**config.mk**
```make
export PLATFORM = sky130hd
export DESIGN_NAME = cst_torque_arrival_status
export DESIGN_NICKNAME = d
export VERILOG_FILES = /design/src/verilog/torque_status_pkg.sv /design/src/verilog/cst_torque_arrival_status.sv /design/src/verilog/torque_arrival_cmp.sv
export SDC_FILE = /design/constraint.sdc
export NUM_CORES = 1
export LEC_CHECK = 0
export BUFFER_PORTS_ARGS = -buffer_cell sky130_fd_sc_hd__buf_2
export CAP_MARGIN = 30
export CORE_UTILIZATION = 45
export CTS_CLUSTER_SIZE = 24
export DETAILED_ROUTE_END_ITERATION = 12
export GPL_TIMING_DRIVEN = 0
export PLACE_DENSITY_LB_ADDON = 0.2
export SYNTH_ARGS = -nofsm -noshare
export SYNTH_HDL_FRONTEND = slang
export SYNTH_SLANG_ARGS = --single-unit
```
**constraint.sdc**
```tcl
create_clock -name ref_clk_i -period 12.95 [get_ports ref_clk_i]
set_clock_uncertainty 0.2 [all_clocks]
set_input_delay 2.59 -clock ref_clk_i [delete_from_list [all_inputs] [get_ports ref_clk_i]]
set_output_delay 2.59 -clock ref_clk_i [all_outputs]
set_load 0.005 [all_outputs]
```
**src/verilog/torque_status_pkg.sv**
```systemverilog
// package: object indices, status bit positions, mode codes and limits
package torque_status_pkg;

  // ==========================================================
  // object dictionary indices and sub-indices
  localparam logic [15:0] IDX_TORQUE_ARRIVAL = 16'h2015;
  localparam logic [7:0]  SUB_ARRIVAL_REF    = 8'h11;
  localparam logic [7:0]  SUB_ARRIVAL_SET    = 8'h12;
  localparam logic [7:0]  SUB_ARRIVAL_CLR    = 8'h13;
  localparam logic [15:0] IDX_FAULT_CODE     = 16'h603f;
  localparam logic [15:0] IDX_CONTROL_WORD   = 16'h6040;
  localparam logic [15:0] IDX_STATUS_WORD    = 16'h6041;
  localparam logic [15:0] IDX_MODE_READBACK  = 16'h6061;
  localparam logic [15:0] IDX_MEAS_VELOCITY  = 16'h606c;
  localparam logic [15:0] IDX_TORQUE_DEMAND  = 16'h6074;
  localparam logic [15:0] IDX_MEAS_TORQUE    = 16'h6077;
  localparam logic [15:0] IDX_SPEED_CEILING  = 16'h607f;

  // ==========================================================
  // status word fields and reset values
  localparam int          STAT_BIT_TORQUE_ARRIVED = 10;
  localparam int          STAT_BIT_FOLLOWING      = 12;
  localparam int          STAT_BIT_HOMING_DONE    = 15;
  localparam logic [15:0] STATUS_RESET            = 16'h0000;
  localparam logic [15:0] THRESH_RESET            = 16'h0000;
  localparam logic [31:0] CEILING_RESET           = 32'hffff_ffff;
  localparam logic [15:0] THRESH_MAX              = 16'h0bb8; // 3000 x 0.1 %

  // ==========================================================
  // operating modes
  localparam logic [7:0] MODE_PROFILE_POS = 8'h01;
  localparam logic [7:0] MODE_CST         = 8'h0a;

  // ==========================================================
  // object access request carried from the process-data port
  typedef struct packed {
    logic        wr;
    logic        rd;
    logic [15:0] index;
    logic [7:0]  sub;
    logic [31:0] wdata;
  } obj_req_t;

  // live drive measurements feeding status objects
  typedef struct packed {
    logic signed [15:0] torque;
    logic signed [15:0] torque_demand;
    logic signed [31:0] velocity;
    logic        [15:0] fault;
    logic        [7:0]  mode;
    logic               following;
    logic               homing_done;
  } drive_meas_t;

endpackage
```
**src/verilog/cst_torque_arrival_status.sv**
```systemverilog
// top: torque arrival status, speed clamp and profile-position exit logic
`timescale 1ns/1ps

module cst_torque_arrival_status
  import torque_status_pkg::*;
#(
  parameter logic [31:0] RATED_MAX_SPEED = 32'h0000_1770
) (
  // clock and reset
  input  wire logic                ref_clk_i,
  input  wire logic                reset_n_i,
  // object access from the process data
  input  wire obj_req_t            req_i,
  output logic [31:0]              rdata_o,
  output logic                     rvalid_o,
  // drive measurements
  input  wire drive_meas_t         meas_i,
  input  wire logic signed [31:0]  speed_demand_i,
  // profile position command queue state
  input  wire logic                pos_cmd_pending_i,
  output logic                     pos_cmd_flush_o,
  // results
  output logic                     torque_reached_output,
  output logic signed [31:0]       speed_limited_o,
  output logic [15:0]              status_word_o,
  output logic [15:0]              control_word_o
);

  // ==========================================================
  // writable objects
  logic [15:0] arrival_ref_reg;
  logic [15:0] arrival_set_reg;
  logic [15:0] arrival_clr_reg;
  logic [15:0] control_reg;
  logic [31:0] ceiling_reg;

  // values beyond 3000 saturate rather than being dropped
  function automatic logic [15:0] clip_thr(input logic [31:0] v);
    clip_thr = (v > {16'h0000, THRESH_MAX}) ? THRESH_MAX : v[15:0];
  endfunction

  logic wr_arrival;
  assign wr_arrival = req_i.wr && (req_i.index == IDX_TORQUE_ARRIVAL);

  always_ff @(posedge ref_clk_i or negedge reset_n_i) begin
    if (!reset_n_i) begin
      arrival_ref_reg <= THRESH_RESET;
      arrival_set_reg <= THRESH_RESET;
      arrival_clr_reg <= THRESH_RESET;
    end else if (wr_arrival) begin
      if (req_i.sub == SUB_ARRIVAL_REF) begin
        arrival_ref_reg <= clip_thr(req_i.wdata);
      end
      if (req_i.sub == SUB_ARRIVAL_SET) begin
        arrival_set_reg <= clip_thr(req_i.wdata);
      end
      if (req_i.sub == SUB_ARRIVAL_CLR) begin
        arrival_clr_reg <= clip_thr(req_i.wdata);
      end
    end
  end

  always_ff @(posedge ref_clk_i or negedge reset_n_i) begin
    if (!reset_n_i) begin
      control_reg <= 16'h0000;
      ceiling_reg <= CEILING_RESET;
    end else if (req_i.wr) begin
      if (req_i.index == IDX_CONTROL_WORD) begin
        control_reg <= req_i.wdata[15:0];
      end
      if (req_i.index == IDX_SPEED_CEILING) begin
        ceiling_reg <= req_i.wdata;
      end
    end
  end

  // ==========================================================
  // torque arrival comparison
  logic reached;

  torque_arrival_cmp #(
    .W (16)
  ) u_cmp (
    .ref_clk_i   (ref_clk_i),
    .reset_n_i   (reset_n_i),
    .torque_i    (meas_i.torque),
    .reference_i (arrival_ref_reg),
    .set_thr_i   (arrival_set_reg),
    .clr_thr_i   (arrival_clr_reg),
    .reached_o   (reached)
  );

  // ==========================================================
  // status word
  logic [15:0] status_next;

  always_comb begin
    status_next = STATUS_RESET;
    status_next[STAT_BIT_TORQUE_ARRIVED] = reached;
    status_next[STAT_BIT_FOLLOWING]      = meas_i.following;
    status_next[STAT_BIT_HOMING_DONE]    = meas_i.homing_done;
  end

  always_ff @(posedge ref_clk_i or negedge reset_n_i) begin
    if (!reset_n_i) begin
      status_word_o         <= STATUS_RESET;
      torque_reached_output <= 1'b0;
    end else begin
      status_word_o         <= status_next;
      torque_reached_output <= reached;
    end
  end

  always_ff @(posedge ref_clk_i or negedge reset_n_i) begin
    if (!reset_n_i) begin
      control_word_o <= 16'h0000;
    end else begin
      control_word_o <= control_reg;
    end
  end

  // ==========================================================
  // speed clamp, symmetric about zero
  logic [31:0]        limit;
  logic signed [32:0] lim_s;
  logic signed [32:0] dem_s;

  assign limit = (ceiling_reg < RATED_MAX_SPEED) ? ceiling_reg : RATED_MAX_SPEED;
  assign lim_s = $signed({1'b0, limit});
  assign dem_s = $signed({speed_demand_i[31], speed_demand_i});

  always_ff @(posedge ref_clk_i or negedge reset_n_i) begin
    if (!reset_n_i) begin
      speed_limited_o <= 32'sh0000_0000;
    end else if (meas_i.mode != MODE_CST) begin
      speed_limited_o <= speed_demand_i;
    end else if (dem_s > lim_s) begin
      speed_limited_o <= lim_s[31:0];
    end else if (dem_s < -lim_s) begin
      speed_limited_o <= 32'(-lim_s);
    end else begin
      speed_limited_o <= speed_demand_i;
    end
  end

  // ==========================================================
  // profile position exit: the planner keeps the trajectory itself,
  // this block only tells it to discard queued targets
  logic [7:0] mode_prev_reg;

  always_ff @(posedge ref_clk_i or negedge reset_n_i) begin
    if (!reset_n_i) begin
      mode_prev_reg <= 8'h00;
    end else begin
      mode_prev_reg <= meas_i.mode;
    end
  end

  always_ff @(posedge ref_clk_i or negedge reset_n_i) begin
    if (!reset_n_i) begin
      pos_cmd_flush_o <= 1'b0;
    end else begin
      // pulse regardless of pending state, so nothing stale survives
      pos_cmd_flush_o <= (mode_prev_reg == MODE_PROFILE_POS) &&
                         (meas_i.mode != MODE_PROFILE_POS);
    end
  end

  // ==========================================================
  // read path, one cycle latency
  logic [31:0] rd_mux;

  always_comb begin
    rd_mux = 32'h0000_0000;
    unique case (req_i.index)
      IDX_TORQUE_ARRIVAL: begin
        if (req_i.sub == SUB_ARRIVAL_REF) rd_mux = {16'h0000, arrival_ref_reg};
        else if (req_i.sub == SUB_ARRIVAL_SET) rd_mux = {16'h0000, arrival_set_reg};
        else if (req_i.sub == SUB_ARRIVAL_CLR) rd_mux = {16'h0000, arrival_clr_reg};
      end
      IDX_FAULT_CODE:    rd_mux = {16'h0000, meas_i.fault};
      IDX_CONTROL_WORD:  rd_mux = {16'h0000, control_reg};
      IDX_STATUS_WORD:   rd_mux = {16'h0000, status_word_o};
      IDX_MODE_READBACK: rd_mux = {{24{meas_i.mode[7]}}, meas_i.mode};
      IDX_MEAS_VELOCITY: rd_mux = meas_i.velocity;
      IDX_TORQUE_DEMAND: rd_mux = {{16{meas_i.torque_demand[15]}}, meas_i.torque_demand};
      IDX_MEAS_TORQUE:   rd_mux = {{16{meas_i.torque[15]}}, meas_i.torque};
      IDX_SPEED_CEILING: rd_mux = ceiling_reg;
      default:           rd_mux = 32'h0000_0000;
    endcase
  end

  always_ff @(posedge ref_clk_i or negedge reset_n_i) begin
    if (!reset_n_i) begin
      rdata_o  <= 32'h0000_0000;
      rvalid_o <= 1'b0;
    end else begin
      rdata_o  <= req_i.rd ? rd_mux : 32'h0000_0000;
      rvalid_o <= req_i.rd;
    end
  end

endmodule

```
**src/verilog/torque_arrival_cmp.sv**
```systemverilog
// two-threshold torque arrival comparator with hysteresis
`timescale 1ns/1ps
module torque_arrival_cmp
  import torque_status_pkg::*;
#(
  parameter int W = 16
) (
  // clock and reset
  input  wire logic                ref_clk_i,
  input  wire logic                reset_n_i,
  // operands
  input  wire logic signed [W-1:0] torque_i,
  input  wire logic        [W-1:0] reference_i,
  input  wire logic        [W-1:0] set_thr_i,
  input  wire logic        [W-1:0] clr_thr_i,
  // result
  output logic                     reached_o
);

  // ==========================================================
  // difference, one bit wider so it cannot wrap
  logic signed [W:0] diff;
  assign diff = $signed({torque_i[W-1], torque_i}) - $signed({1'b0, reference_i});

  always_ff @(posedge ref_clk_i or negedge reset_n_i) begin
    if (!reset_n_i) begin
      reached_o <= 1'b0;
    end else if (diff > $signed({1'b0, set_thr_i})) begin
      reached_o <= 1'b1;
    end else if (diff < $signed({1'b0, clr_thr_i})) begin
      reached_o <= 1'b0;
    end
    // between the thresholds the flag holds
  end

endmodule

```
==> impl_metrics.toml <==
[floorplanning]
start_util = 0.464
coreArea_sq_um = 25500
die_w_um = 164
ioPinCount = 282
placementRows = 58
die_h_um = 164
dieArea_sq_um = 26900

[clock_network]
cts_hold_buffers = 0
clock_sinks = 190
insertion_delay_ns = 0.44
htree_num_levels = 4
clk_pin_slew_ns = 0.09
clockBufferDepth = 2
cts_buffers = 17
cts_resized = 0
cts-root-buf = "clkbuf_16"
post_cts_buffers = 0
cts_tree = "done"

[sta]
setup_viol = 0
finalSetupTns_ns = 0
report.final.slew_viol_count = 0
grt_setup_unrepaired = "false"
worst_pin_slew_ns = 1.13
post-route-min-period_ns = 7.22
fin_crit_sh = 0.558
fmax_ghz = 0.138
hold_violations = 0
slew_headroom = 0.242

[pwr]
ir_worst_vdd_uv = 86.7
leakage_uw = 0.00665
p_per_area_nw_per_um2 = 91.8

[cells_and_area]
layout-drive-gt1-share = 0.272
postLayoutCoreUtil = 0.563
nets = 1852
final_common_cell = "buf_2"
area_growth_pct = 21.4
final_cell_mix = "buf_2, dfrtp_1, nand2_1"
final.fill_count = 2350

[yosys]
synth_cell_types = 82
ys_seq_area_frac = 0.406
syn_inst = 1235
synthArstFlopShare = 1.00
yosys_warnings = 0
synth-edff-count = 0
ys.flop_type = "dfrtp_1"
syn_area_sq_um = 11800
postSynthAreaPerCell_sq_um = 9.57
ys_seq_elements = 190

[min_path]
hold_start = "u_cmp.reached_o"
min_path_type = "flop to flop"

[critical_path]
crit_required_ns = 13.02
path_delay_family = "simple AND/OR/NAND/NOR gates"
worstPathCellList = "clkbuf_1 > a31oi_1 > nor4b_1 > nor3_1 > clkbuf_1 > nand2_1 > ha_1 > nand3b_1 > or2_2 > or3b_1 > buf_2 > nor4_1 > ha_1 > a211oi_1 > o21ai_0 > a211oi_1 > o21ai_0 > or2_2 > clkbuf_1 > a21oi_1 > clkbuf_1 > o211ai_1"
cp_max_fo = 10
startpoint = "ceiling_reg[5]"
crit_slowest_cell = "a21oi_1"
worstPathArrival_ns = 7.29
start_kind = "flop"
crit_top_cell = "clkbuf_1"
endpoint_kind = "flop"
reg2reg_from = "ceiling_reg[5]"
worstSetupPathType = "flop to flop"
cp_slowest_stage_delay_ns = 0.59
worstPathBufferInverterCount = 5

[run_status]
status = "completed"

[global_route]
grtUsageTotal = 0.298
grt_pass1_wl_um = 60400
grt_pass1_vias = 10500
overflow = 0
grt_max_degree = 107
antenna_found_initial = 4

[placed_design]
gp_congestion = 0.964
portBuffers = 265
dp.final_hpwl_um = 32100

[detailed_routing]
vias_per_cell = 5.82
wl_per_cell_um = 21.0
first_iter_violations = 1070
vias = 11100
drc = 0
ant_nets = 0
dr.pass1.iters = 8
wirelength_um = 39900

[run]
max_cap_viol_count = 0
## synth_stat cells, types with 4 or more instances
library cell | count | area share
dfrtp_1 | 158 | 0.33
and4_1 | 4 | 0.0030
nand2b_1 | 6 | 0.0032
clkbuf_1 | 52 | 0.017
nand4_1 | 16 | 0.0085
nand3_1 | 26 | 0.011
ha_1 | 113 | 0.12
a22o_1 | 5 | 0.0037
dfstp_2 | 32 | 0.071
mux2_2 | 52 | 0.050
buf_2 | 9 | 0.0038
a222oi_1 | 18 | 0.015
or3_1 | 6 | 0.0032
xor2_1 | 10 | 0.0074
a211oi_1 | 10 | 0.0064
xnor2_1 | 12 | 0.0089
nor3_1 | 25 | 0.011
nor4b_1 | 5 | 0.0037
or4_1 | 7 | 0.0044
and3_1 | 6 | 0.0032
o21a_1 | 17 | 0.011
nand3b_1 | 6 | 0.0038
a31oi_1 | 26 | 0.014
nor2_1 | 48 | 0.015
nor4_1 | 23 | 0.012
a2111oi_0 | 4 | 0.0030
inv_1 | 81 | 0.026
a22oi_1 | 33 | 0.021
nor2b_1 | 7 | 0.0037
buf_4 | 15 | 0.0095
and2_1 | 14 | 0.0074
nand2_1 | 127 | 0.040
o21ai_0 | 101 | 0.043
o2bb2ai_1 | 4 | 0.0030
a21oi_1 | 55 | 0.023
a21o_1 | 8 | 0.0051
o211ai_1 | 9 | 0.0057
a221oi_1 | 16 | 0.012
## final timing paths
check / end / slack, ns / cells past startpoint
setup / recovery: speed_limited_o[8] / 5.73 / 22
hold / removal: status_word_o[10] / 0.21 / 0
setup reg to reg: speed_limited_o[8] / 5.73 / 22
hold reg to reg: status_word_o[10] / 0.21 / 0
max in group asynchronous: ceiling_reg[0] / 9.63 / 2
min in group asynchronous: rvalid_o / 1.94 / 1
## final cells by class
class,count,area (sq um),area share
timing repair buffer,270,1390,0.0970
buffer,80,369,0.0257
antenna,2,5.00,0.000349
clock buffer,17,425,0.0297
multi-input combinational,914,6460,0.451
sequential,190,4790,0.334
tap,330,413,0.0288
clock inverter,15,173,0.0120
inverter,82,308,0.0215
## per-layer routing
metal	GRT usage	wire length [um]	vias up
met1	0.429	18100	5346
met5	0	23	-
met3	0.0480	3310	38
li1	-	-	5175
met2	0.467	17800	494
met4	0.0720	634	4
## metrics by stage
step                cell area, sq um  std cells  power [uW]  worst slack, ns  hold WS, ns
floorplan                      11900       1266         701             7.32        0.153
global placement               13700       1861         782             5.97        0.186
detailed placement             13700       1866         787             6.01        0.190
CTS                            14300       1898        1320             5.94        0.205
global route                   14300       1900        1370             5.25        0.215
finish                         14300       1900        1320             5.73        0.207
## cells by family after synthesis
group | count (synthesis) | synth area share
AOI/OAI and AO/OA | 345 | 0.196
and+or+nand+nor | 346 | 0.152
xor gates and xnor gates | 22 | 0.0163
buffers and inverters | 162 | 0.0573
muxes | 54 | 0.0512
adders and majority gates | 114 | 0.121
DFF | 190 | 0.406
other | 2 | 0.000636
## where the power goes
group,internal [uW],total [uW],switching [uW]
combinational,73.0,174,101
clock,261,540,278
sequential,601,604,2.59
Power figures use the tool's default switching activity.
